$ cat src/logic/irqr_defs.vh
/*
 * Constants for the interrupt pin routing and output rate block:
 * register offsets, field positions, reset values, rate and divider
 * tables. Assumes it is included by its bare name from logic/ files.
 */
`ifndef IRQR_DEFS_VH
`define IRQR_DEFS_VH

// register offsets
`define IRQR_ADDR_RATE 8'h08
`define IRQR_ADDR_COMB 8'h2D
`define IRQR_ADDR_DEC 8'h30
`define IRQR_ADDR_SWAP 8'h31
`define IRQR_ADDR_PIN 8'h33

// reset values
`define IRQR_RST_RATE 8'h08
`define IRQR_RST_PIN 8'h00
`define IRQR_RST_DEC 4'h0
`define IRQR_RST_COMB 1'b0
`define IRQR_RST_SWAP 1'b0

// field positions
`define IRQR_BIT_COMB 3
`define IRQR_BIT_SWAP 4
`define IRQR_BIT_A_AH 2
`define IRQR_BIT_A_PP 3
`define IRQR_BIT_B_AH 6
`define IRQR_BIT_B_PP 7
`define IRQR_DEC_MSB 3
`define IRQR_RATE_VALID 3
`define IRQR_RATE_IDX_MSB 2
`define IRQR_PIN_MASK 8'hCC

// internal rates in Hz, index = sample rate code minus 0x08
`define IRQR_RATE0_HZ 50
`define IRQR_RATE1_HZ 100
`define IRQR_RATE2_HZ 125
`define IRQR_RATE3_HZ 200
`define IRQR_RATE4_HZ 250
`define IRQR_RATE5_HZ 500
`define IRQR_RATE6_HZ 1000
`define IRQR_RATE7_HZ 2000

// decimation divisors by field code
`define IRQR_DIV_0 10'h001
`define IRQR_DIV_1 10'h002
`define IRQR_DIV_2 10'h004
`define IRQR_DIV_3 10'h005
`define IRQR_DIV_4 10'h008
`define IRQR_DIV_5 10'h00A
`define IRQR_DIV_6 10'h010
`define IRQR_DIV_7 10'h014
`define IRQR_DIV_8 10'h028
`define IRQR_DIV_9 10'h043
`define IRQR_DIV_10 10'h050
`define IRQR_DIV_11 10'h064
`define IRQR_DIV_12 10'h0C8
`define IRQR_DIV_13 10'h0FA
`define IRQR_DIV_14 10'h1F4
`define IRQR_DIV_15 10'h3E8

`endif

$ cat src/logic/irqr_pin_drv.v
/*
 * Output stage of one interrupt pin: polarity and drive style.
 * Assumes the board or bench resolves the wire from out and oe and
 * supplies a pull-up in open-drain use.
 */
module irqr_pin_drv (
	input wire clk,
	input wire sys_rst,
	input wire req,
	input wire active_high,
	input wire push_pull,
	output reg pin_out_q,
	output reg pin_oe_q
);
	always @(posedge clk) begin
		if (sys_rst) begin
			pin_out_q <= 1'b0;
			pin_oe_q <= 1'b0;
		end else if (push_pull) begin
			pin_oe_q <= 1'b1;
			pin_out_q <= req ? active_high : ~active_high;
		end else begin
			// released when idle, so the pull-up sets the idle level
			pin_oe_q <= req;
			pin_out_q <= active_high;
		end
	end
endmodule

$ cat src/logic/irqr_pin_rate.v
/*
 * Output rate generation and routing of the two interrupt requests
 * onto two pins, with swap, combine, polarity and drive control.
 * Assumes a register port from the serial interface logic, inputs
 * synchronous to clk, and a filtered sample stream from the filter.
 */

// Operation
// - two interrupt pins, each with own polarity and own drive style.
// - by default motion+sample request drives pin a, fifo request pin b.
// - pin control bit 2 sets pin a active low at 0, high at 1.
// - pin control bit 3 sets pin a open-drain at 0, push-pull at 1.
// - pin control bit 6 sets pin b active low at 0, high at 1.
// - pin control bit 7 sets pin b open-drain at 0, push-pull at 1.
// - swap bit 4 of 0x31 exchanges the requests between the two pins.
// - swap moves requests only; polarity and drive stay with each pin.
// - combine bit 3 of 0x2D merges all onto request one, silences two.
// - combine with swap puts the merged request on pin b.
// - sample output registers update once per output rate period.
// - with acquisition enabled, each sample update raises a request.
// - rate codes 0x08 to 0x0F pick 50 to 2000 Hz internal rates.
// - decimation code 0 disables; codes 1 to 7 divide by 2..20.
// - decimation codes 8 to 15 divide by 40 up to 1000.
// - fifo, motion, outputs and interrupts run at the decimated rate.
// - the low pass filter always runs at the internal rate.
`include "irqr_defs.vh"

module irqr_pin_rate #(
	parameter CLK_HZ = 10000000,
	parameter CW = 24,
	parameter SW = 16
) (
	input wire clk,
	input wire sys_rst,
	input wire [7:0] reg_addr,
	input wire [7:0] reg_wdata,
	input wire reg_we,
	input wire reg_re,
	output reg [7:0] reg_rdata_q,
	input wire acq_irq_en,
	input wire acq_irq_clear,
	input wire motion_sample_request,
	input wire fifo_request,
	input wire [SW-1:0] x_sample_in,
	input wire [SW-1:0] y_sample_in,
	input wire [SW-1:0] z_sample_in,
	output reg [SW-1:0] x_sample_out,
	output reg [SW-1:0] y_sample_out,
	output reg [SW-1:0] z_sample_out,
	output wire internal_rate_tick,
	output wire output_rate_tick,
	output reg acquisition_irq,
	output wire irq_pin_a_out,
	output wire irq_pin_a_oe,
	output wire irq_pin_b_out,
	output wire irq_pin_b_oe
);
	// clock cycles per internal sample for each rate, cut to the
	// counter width on purpose: the slowest period must fit in CW bits
	localparam integer FULL0 = CLK_HZ / `IRQR_RATE0_HZ;
	localparam integer FULL1 = CLK_HZ / `IRQR_RATE1_HZ;
	localparam integer FULL2 = CLK_HZ / `IRQR_RATE2_HZ;
	localparam integer FULL3 = CLK_HZ / `IRQR_RATE3_HZ;
	localparam integer FULL4 = CLK_HZ / `IRQR_RATE4_HZ;
	localparam integer FULL5 = CLK_HZ / `IRQR_RATE5_HZ;
	localparam integer FULL6 = CLK_HZ / `IRQR_RATE6_HZ;
	localparam integer FULL7 = CLK_HZ / `IRQR_RATE7_HZ;
	localparam [CW-1:0] PER0 = FULL0[CW-1:0];
	localparam [CW-1:0] PER1 = FULL1[CW-1:0];
	localparam [CW-1:0] PER2 = FULL2[CW-1:0];
	localparam [CW-1:0] PER3 = FULL3[CW-1:0];
	localparam [CW-1:0] PER4 = FULL4[CW-1:0];
	localparam [CW-1:0] PER5 = FULL5[CW-1:0];
	localparam [CW-1:0] PER6 = FULL6[CW-1:0];
	localparam [CW-1:0] PER7 = FULL7[CW-1:0];

	reg [7:0] rate_code_q;
	reg [7:0] irq_pin_drive_polarity_q;
	reg request_combine_q;
	reg request_swap_q;
	reg [3:0] decimation_divider_sel_q;
	reg acq_flag_q;

	reg [CW-1:0] idr_period;
	reg [9:0] dec_div;
	reg [2:0] rate_idx;
	reg req_one;
	reg req_two;
	reg req_a;
	reg req_b;
	reg [7:0] rdata_d;

	// register writes
	always @(posedge clk) begin
		if (sys_rst) begin
			rate_code_q <= `IRQR_RST_RATE;
			irq_pin_drive_polarity_q <= `IRQR_RST_PIN;
			request_combine_q <= `IRQR_RST_COMB;
			request_swap_q <= `IRQR_RST_SWAP;
			decimation_divider_sel_q <= `IRQR_RST_DEC;
		end else if (reg_we) begin
			case (reg_addr)
			`IRQR_ADDR_RATE: begin
				rate_code_q <= reg_wdata;
			end
			`IRQR_ADDR_PIN: begin
				// reserved bits are not stored
				irq_pin_drive_polarity_q <= reg_wdata & `IRQR_PIN_MASK;
			end
			`IRQR_ADDR_COMB: begin
				request_combine_q <= reg_wdata[`IRQR_BIT_COMB];
			end
			`IRQR_ADDR_SWAP: begin
				request_swap_q <= reg_wdata[`IRQR_BIT_SWAP];
			end
			`IRQR_ADDR_DEC: begin
				decimation_divider_sel_q <= reg_wdata[`IRQR_DEC_MSB:0];
			end
			default: begin
			end
			endcase
		end
	end

	// register reads; bits this block does not own read as zero
	always @* begin
		rdata_d = 8'h00;
		case (reg_addr)
		`IRQR_ADDR_RATE: begin
			rdata_d = rate_code_q;
		end
		`IRQR_ADDR_PIN: begin
			rdata_d = irq_pin_drive_polarity_q;
		end
		`IRQR_ADDR_COMB: begin
			rdata_d[`IRQR_BIT_COMB] = request_combine_q;
		end
		`IRQR_ADDR_SWAP: begin
			rdata_d[`IRQR_BIT_SWAP] = request_swap_q;
		end
		`IRQR_ADDR_DEC: begin
			rdata_d[`IRQR_DEC_MSB:0] = decimation_divider_sel_q;
		end
		default: rdata_d = 8'h00;
		endcase
	end

	// read data holds until the next read strobe
	always @(posedge clk) begin
		if (sys_rst) begin
			reg_rdata_q <= 8'h00;
		end else if (reg_re) begin
			reg_rdata_q <= rdata_d;
		end
	end

	// internal rate select; codes below 0x08 fall back to the slowest
	always @* begin
		rate_idx = 3'h0;
		if (rate_code_q[`IRQR_RATE_VALID]) begin
			rate_idx = rate_code_q[`IRQR_RATE_IDX_MSB:0];
		end
	end

	// one period per rate index; the table covers every index
	always @* begin
		case (rate_idx)
		3'h0: idr_period = PER0;
		3'h1: idr_period = PER1;
		3'h2: idr_period = PER2;
		3'h3: idr_period = PER3;
		3'h4: idr_period = PER4;
		3'h5: idr_period = PER5;
		3'h6: idr_period = PER6;
		3'h7: idr_period = PER7;
		default: idr_period = PER0;
		endcase
	end

	// decimation divisor; divide by one means output rate = internal
	always @* begin
		case (decimation_divider_sel_q)
		4'h0: dec_div = `IRQR_DIV_0;
		4'h1: dec_div = `IRQR_DIV_1;
		4'h2: dec_div = `IRQR_DIV_2;
		4'h3: dec_div = `IRQR_DIV_3;
		4'h4: dec_div = `IRQR_DIV_4;
		4'h5: dec_div = `IRQR_DIV_5;
		4'h6: dec_div = `IRQR_DIV_6;
		4'h7: dec_div = `IRQR_DIV_7;
		4'h8: dec_div = `IRQR_DIV_8;
		4'h9: dec_div = `IRQR_DIV_9;
		4'hA: dec_div = `IRQR_DIV_10;
		4'hB: dec_div = `IRQR_DIV_11;
		4'hC: dec_div = `IRQR_DIV_12;
		4'hD: dec_div = `IRQR_DIV_13;
		4'hE: dec_div = `IRQR_DIV_14;
		4'hF: dec_div = `IRQR_DIV_15;
		default: dec_div = `IRQR_DIV_0;
		endcase
	end

	// filter tick stays at the internal rate regardless of decimation
	irqr_tick_div #(
		.W(CW)
	) u_idr (
		.clk(clk),
		.sys_rst(sys_rst),
		.in_tick(1'b1),
		.period(idr_period),
		.out_tick_q(internal_rate_tick)
	);

	// counts internal ticks, so every output tick comes one cycle after a filter tick
	irqr_tick_div #(
		.W(10)
	) u_odr (
		.clk(clk),
		.sys_rst(sys_rst),
		.in_tick(internal_rate_tick),
		.period(dec_div),
		.out_tick_q(output_rate_tick)
	);

	// sample registers load on the output rate tick only
	always @(posedge clk) begin
		if (sys_rst) begin
			x_sample_out <= {SW{1'b0}};
			y_sample_out <= {SW{1'b0}};
			z_sample_out <= {SW{1'b0}};
		end else if (output_rate_tick) begin
			x_sample_out <= x_sample_in;
			y_sample_out <= y_sample_in;
			z_sample_out <= z_sample_in;
		end
	end

	// acquisition flag: a new sample in the clearing cycle still sets it
	always @(posedge clk) begin
		if (sys_rst) begin
			acq_flag_q <= 1'b0;
		end else if (output_rate_tick & acq_irq_en) begin
			acq_flag_q <= 1'b1;
		end else if (acq_irq_clear) begin
			acq_flag_q <= 1'b0;
		end
	end

	// the visible copy lags the flag by one edge, like the pins do
	always @(posedge clk) begin
		if (sys_rst) begin
			acquisition_irq <= 1'b0;
		end else begin
			acquisition_irq <= acq_flag_q;
		end
	end

	// combine first, then swap, so a merged request follows the swap
	always @* begin
		req_one = motion_sample_request | acq_flag_q;
		req_two = fifo_request;
		if (request_combine_q) begin
			req_one = req_one | req_two;
			req_two = 1'b0;
		end
	end

	always @* begin
		if (request_swap_q) begin
			req_a = req_two;
			req_b = req_one;
		end else begin
			req_a = req_one;
			req_b = req_two;
		end
	end

	// pin settings are wired per physical pin, not per request
	wire pin_a_active_high = irq_pin_drive_polarity_q[`IRQR_BIT_A_AH];
	wire pin_a_push_pull = irq_pin_drive_polarity_q[`IRQR_BIT_A_PP];
	wire pin_b_active_high = irq_pin_drive_polarity_q[`IRQR_BIT_B_AH];
	wire pin_b_push_pull = irq_pin_drive_polarity_q[`IRQR_BIT_B_PP];

	irqr_pin_drv u_pin_a (
		.clk(clk),
		.sys_rst(sys_rst),
		.req(req_a),
		.active_high(pin_a_active_high),
		.push_pull(pin_a_push_pull),
		.pin_out_q(irq_pin_a_out),
		.pin_oe_q(irq_pin_a_oe)
	);

	irqr_pin_drv u_pin_b (
		.clk(clk),
		.sys_rst(sys_rst),
		.req(req_b),
		.active_high(pin_b_active_high),
		.push_pull(pin_b_push_pull),
		.pin_out_q(irq_pin_b_out),
		.pin_oe_q(irq_pin_b_oe)
	);
endmodule

$ cat src/logic/irqr_tick_div.v
/*
 * Event divider: emits one registered pulse for every PERIOD input
 * events. Assumes in_tick is synchronous to clk and period >= 1.
 */
module irqr_tick_div #(
	parameter W = 24
) (
	input wire clk,
	input wire sys_rst,
	input wire in_tick,
	input wire [W-1:0] period,
	output reg out_tick_q
);
	reg [W-1:0] cnt_q;
	reg [W-1:0] cnt_d;
	reg wrap;

	always @* begin
		wrap = (cnt_q + {{(W-1){1'b0}}, 1'b1}) >= period;
		cnt_d = cnt_q;
		if (in_tick) begin
			// >= keeps a shortened period from overrunning the count
			if (wrap) begin
				cnt_d = {W{1'b0}};
			end else begin
				cnt_d = cnt_q + {{(W-1){1'b0}}, 1'b1};
			end
		end
	end

	always @(posedge clk) begin
		if (sys_rst) begin
			cnt_q <= {W{1'b0}};
			out_tick_q <= 1'b0;
		end else begin
			cnt_q <= cnt_d;
			out_tick_q <= in_tick & wrap;
		end
	end
endmodule

$ cat config.mk
export PLATFORM = sky130hd
export DESIGN_NAME = irqr_pin_rate
export DESIGN_NICKNAME = d
export VERILOG_FILES = /design/src/logic/irqr_pin_drv.v /design/src/logic/irqr_pin_rate.v /design/src/logic/irqr_tick_div.v
export VERILOG_INCLUDE_DIRS = /design/src /design/src/logic
export SDC_FILE = /design/constraint.sdc
export NUM_CORES = 1
export LEC_CHECK = 0
export BUFFER_PORTS_ARGS = -buffer_cell sky130_fd_sc_hd__buf_2
export CORE_MARGIN = 3
export CORE_UTILIZATION = 54
export CTS_CLUSTER_SIZE = 25
export DETAILED_ROUTE_END_ITERATION = 6
export PLACE_DENSITY_LB_ADDON = 0.25
export REMOVE_ABC_BUFFERS = 1
export SKIP_CTS_REPAIR_TIMING = 1
export SYNTH_ARGS = -nofsm -noshare
export SYNTH_HDL_FRONTEND = slang
export SYNTH_SLANG_ARGS = --single-unit
$ cat constraint.sdc
create_clock -name clk -period 3.9 [get_ports clk]
set_input_delay 0.585 -clock clk [delete_from_list [all_inputs] [get_ports clk]]
set_output_delay 0.585 -clock clk [all_outputs]
set_load 0.05 [all_outputs]
==> qor.csv <==
stage,metric,value,unit
run_status,outcome,"complete, no violations",
clock_tree,root_buffer,clkbuf_8,
clock_tree,cts.sinks,126,
layout,area_growth,23.1,%
yosys,syn_inst,635,
place,dp.cells,884,
sta,period_share,90.1,%
yosys,synth_top_family_by_area,simple AND/OR/NAND/NOR gates,
worst_setup_path,crit_chain,and2_1 -> inv_1 -> ha_1 -> and2_1 -> o21ai_0 -> ha_1 -> a211oi_1 -> o211ai_1 -> a31oi_1 -> o21ai_0 -> a2111o_1 -> buf_4 -> nor3b_1,
power,p_per_area,452,nW/µm²
sta,worst_pin_slew,944,ps
global_route,grt_pass1_vias,4897,
flow_run,maxCapViolCount,0,
yosys,async_reset_ff_share,0,%
worst_setup_path,worst_path_largest_cell_delay,550,ps
yosys,synth_top_area_share,42.4,%
global_route,grt_overflow,0,
place,gp_congestion,0.915,
sta,setup_ws,385,ps
yosys,yosys.area_share.simple,20.8,%
yosys,syn_area,5940,µm²
sta,max_freq,284,MHz
clock_tree,cts_tree,yes,
yosys,yosysSeqAreaShare,42.4,%
layout,drive_gt1_share,24.4,%
sta,rsz0062_at_grt,no,
yosys,synthTopCellsByArea,"dfxtp_1 42%, mux2i_1 9.8%, ha_1 8.0%",
clock_tree,insertion_delay,530,ps
worst_setup_path,cp_slowest_cell,a2111o_1,
min_path,min_path_type,input pin to register,
yosys,synthAdderAreaFrac,8.00,%
routing,wl_per_cell,15.1,µm
power,leakagePower,3.24,nW
floorplan,rows,37,
floorplan,io_pins,135,
clock_tree,htree_levels,4,
global_route,grt_antenna_before_repair,0,
place,port_buffers,134,
routing,routed_via_density,5.46,
clock_tree,cts_buffers,17,
worst_setup_path,worstPathArrival,3960,ps
layout,utilization,69.6,%
floorplan,fp.dieW,111,µm
worst_setup_path,cp-start-kind,register,
routing,num_vias,4999,
sta,maxSlewHeadroom,37.0,%
global_route,grt_use_total,23.1,%
layout,layout_commonest_cell,buf_2,
global_route,grt_pass1_wl,23.3,mm
routing,drc,0,
yosys,synthFlopType,dfxtp_1,
clock_tree,clk_pin_slew,60,ps
yosys,synthXorXnorAreaFrac,5.60,%
sta,hold-worst-slack,285,ps
yosys,ys_ff_latch,126,
yosys,yosysUniqueCellTypes,57,
floorplan,dieArea,12300,µm²
floorplan,start_util,56.6,%
yosys,synth_mux_area_share,9.77,%
worst_setup_path,critical_path_class,register to register,
place,place.detailed.hpwl,9.88,mm
sta,fin_skew,7.29,ps
layout,final_cells,916,
layout,fin_area,7320,µm²
layout,final_nets,877,
worst_setup_path,cp_max_fo,10,
worst_setup_path,critPathCaptureType,register,
sta,finalCriticalPeriod,3520,ps
clock_tree,clock_path_buffers,2,
routing,first_pass_iters,5,
yosys,syn_avg_cell_area,9.36,µm²
place,post-place-ws,438,ps
sta,setup_tns,0,ps
worst_setup_path,crit_family,compound AO/OA/AOI/OAI gates,
power,irDropWorstVdd,0.492,mV
layout,n_antenna_cell,0,
sta,finalSetupViolations,0,
worst_setup_path,worst_ep_required_time,4340,ps
routing,ant_nets,0,
layout,most-common-layout-cells,"133 x buf_2, 125 x dfxtp_1, 85 x nor2_1, 58 x mux2i_1",
sta,hold_viol,0,
power,power.total,3.31,mW
global_route,grt_max_degree,94,
yosys,yosys_warnings,0,
yosys,synth_edf_count,0,
place,placed_area,6710,µm²
worst_setup_path,critPathBufInv,2,
routing,wl,13.9,mm
layout,nFillCells,792,
yosys,yosysTopAreaCell,dfxtp_1,
floorplan,die_height,111,µm
yosys,synth-compound-area-share,9.30,%
routing,drt-initial-drc-count,254,
floorplan,core,10500,µm²
sta,drv_slew,0,
## cell type report
cell class	instances	area, µm²	share of cell area, %
Timing Repair Buffer	142	733	10.0
Multi-Input combinational cell	458	3200	43.8
Inverter	22	82.6	1.13
Tap cell	136	170	2.33
Sequential cell	126	2520	34.5
Clock inverter	12	160	2.19
Clock buffer	20	445	6.09
## flip-flops by register name (all words and copies together), names as in the netlist, 4 cells and up
signal	cells
dec_div	10
y_sample_out	16
u_idr.cnt_q	24
u_odr.cnt_q	10
decimation_divider_sel_q	4
rate_code_q	8
reg_rdata_q	8
irq_pin_drive_polarity_q	4
z_sample_out	16
x_sample_out	16
## Yosys cell counts (2+ instances only)
library cell,number
nor3_2,3
a31oi_1,4
a311oi_1,2
nand4_1,12
a22oi_1,5
nor2_1,85
nor3b_1,9
nor4_1,3
clkbuf_1,28
o211ai_1,4
ha_1,38
and4_1,2
a21o_1,5
xor2_1,26
xnor2_1,12
a21oi_1,27
nand3_1,21
nor4b_1,3
buf_1,3
a221oi_1,3
nor3b_2,6
dfxtp_1,126
and3_1,14
nand2b_1,4
nand2_1,38
and2_1,6
a211oi_1,14
inv_1,22
o21ai_0,3
o21bai_1,3
mux2i_1,58
nor2b_1,7
nor3_1,15
## final timing paths
kind / start / to / slack, ps / cells after the start
min: x_sample_in[6] / x_sample_out[6]$_SDFFE_PP0P_ / 280 / 3
min reg2reg: rate_code_q[5]$_SDFFE_PP0P_ / rate_code_q[5]$_SDFFE_PP0P_ / 460 / 2
max: rate_code_q[3]$_SDFFE_PP1P_ / u_idr.cnt_q[6]$_SDFF_PP0_ / 380 / 13
max reg2reg: rate_code_q[3]$_SDFFE_PP1P_ / u_idr.cnt_q[6]$_SDFF_PP0_ / 380 / 13
## per-layer routing
metal	GRT usage, %	up-vias	part of all wire (%)
li1	-	2482	-
met1	26.7	2344	42
met2	39.4	132	50
met3	6.99	41	4.9
met4	10.7	0	3.1
met5	0	-	0
## cell families after synthesis
family	count (synthesis)
AOI/OAI and AO/OA	81
DFF	126
adders and majority gates	38
muxes	58
and+or+nand+nor	237
xor gates and xnor gates	38
buffers and inverters	56
other	1
## report_power, final
part           leakage [nW]  internal [mW]  total (mW)  switching, mW
clock network         0.284           1.01        1.60          0.586
registers              1.03           1.33        1.36         0.0336
logic                  1.93          0.109       0.347          0.238
total                  3.24           2.45        3.31          0.858
## worst register-to-register path: stages (launching register included)
cell	delay [ps]
dfxtp_1	490
and2_1	250
inv_1	100
ha_1	240
and2_1	170
o21ai_0	210
ha_1	300
a211oi_1	240
o211ai_1	120
a31oi_1	140
o21ai_0	100
a2111o_1	550
buf_4	270
nor3b_1	240
No activity file was read; power rests on OpenSTA's default activity.
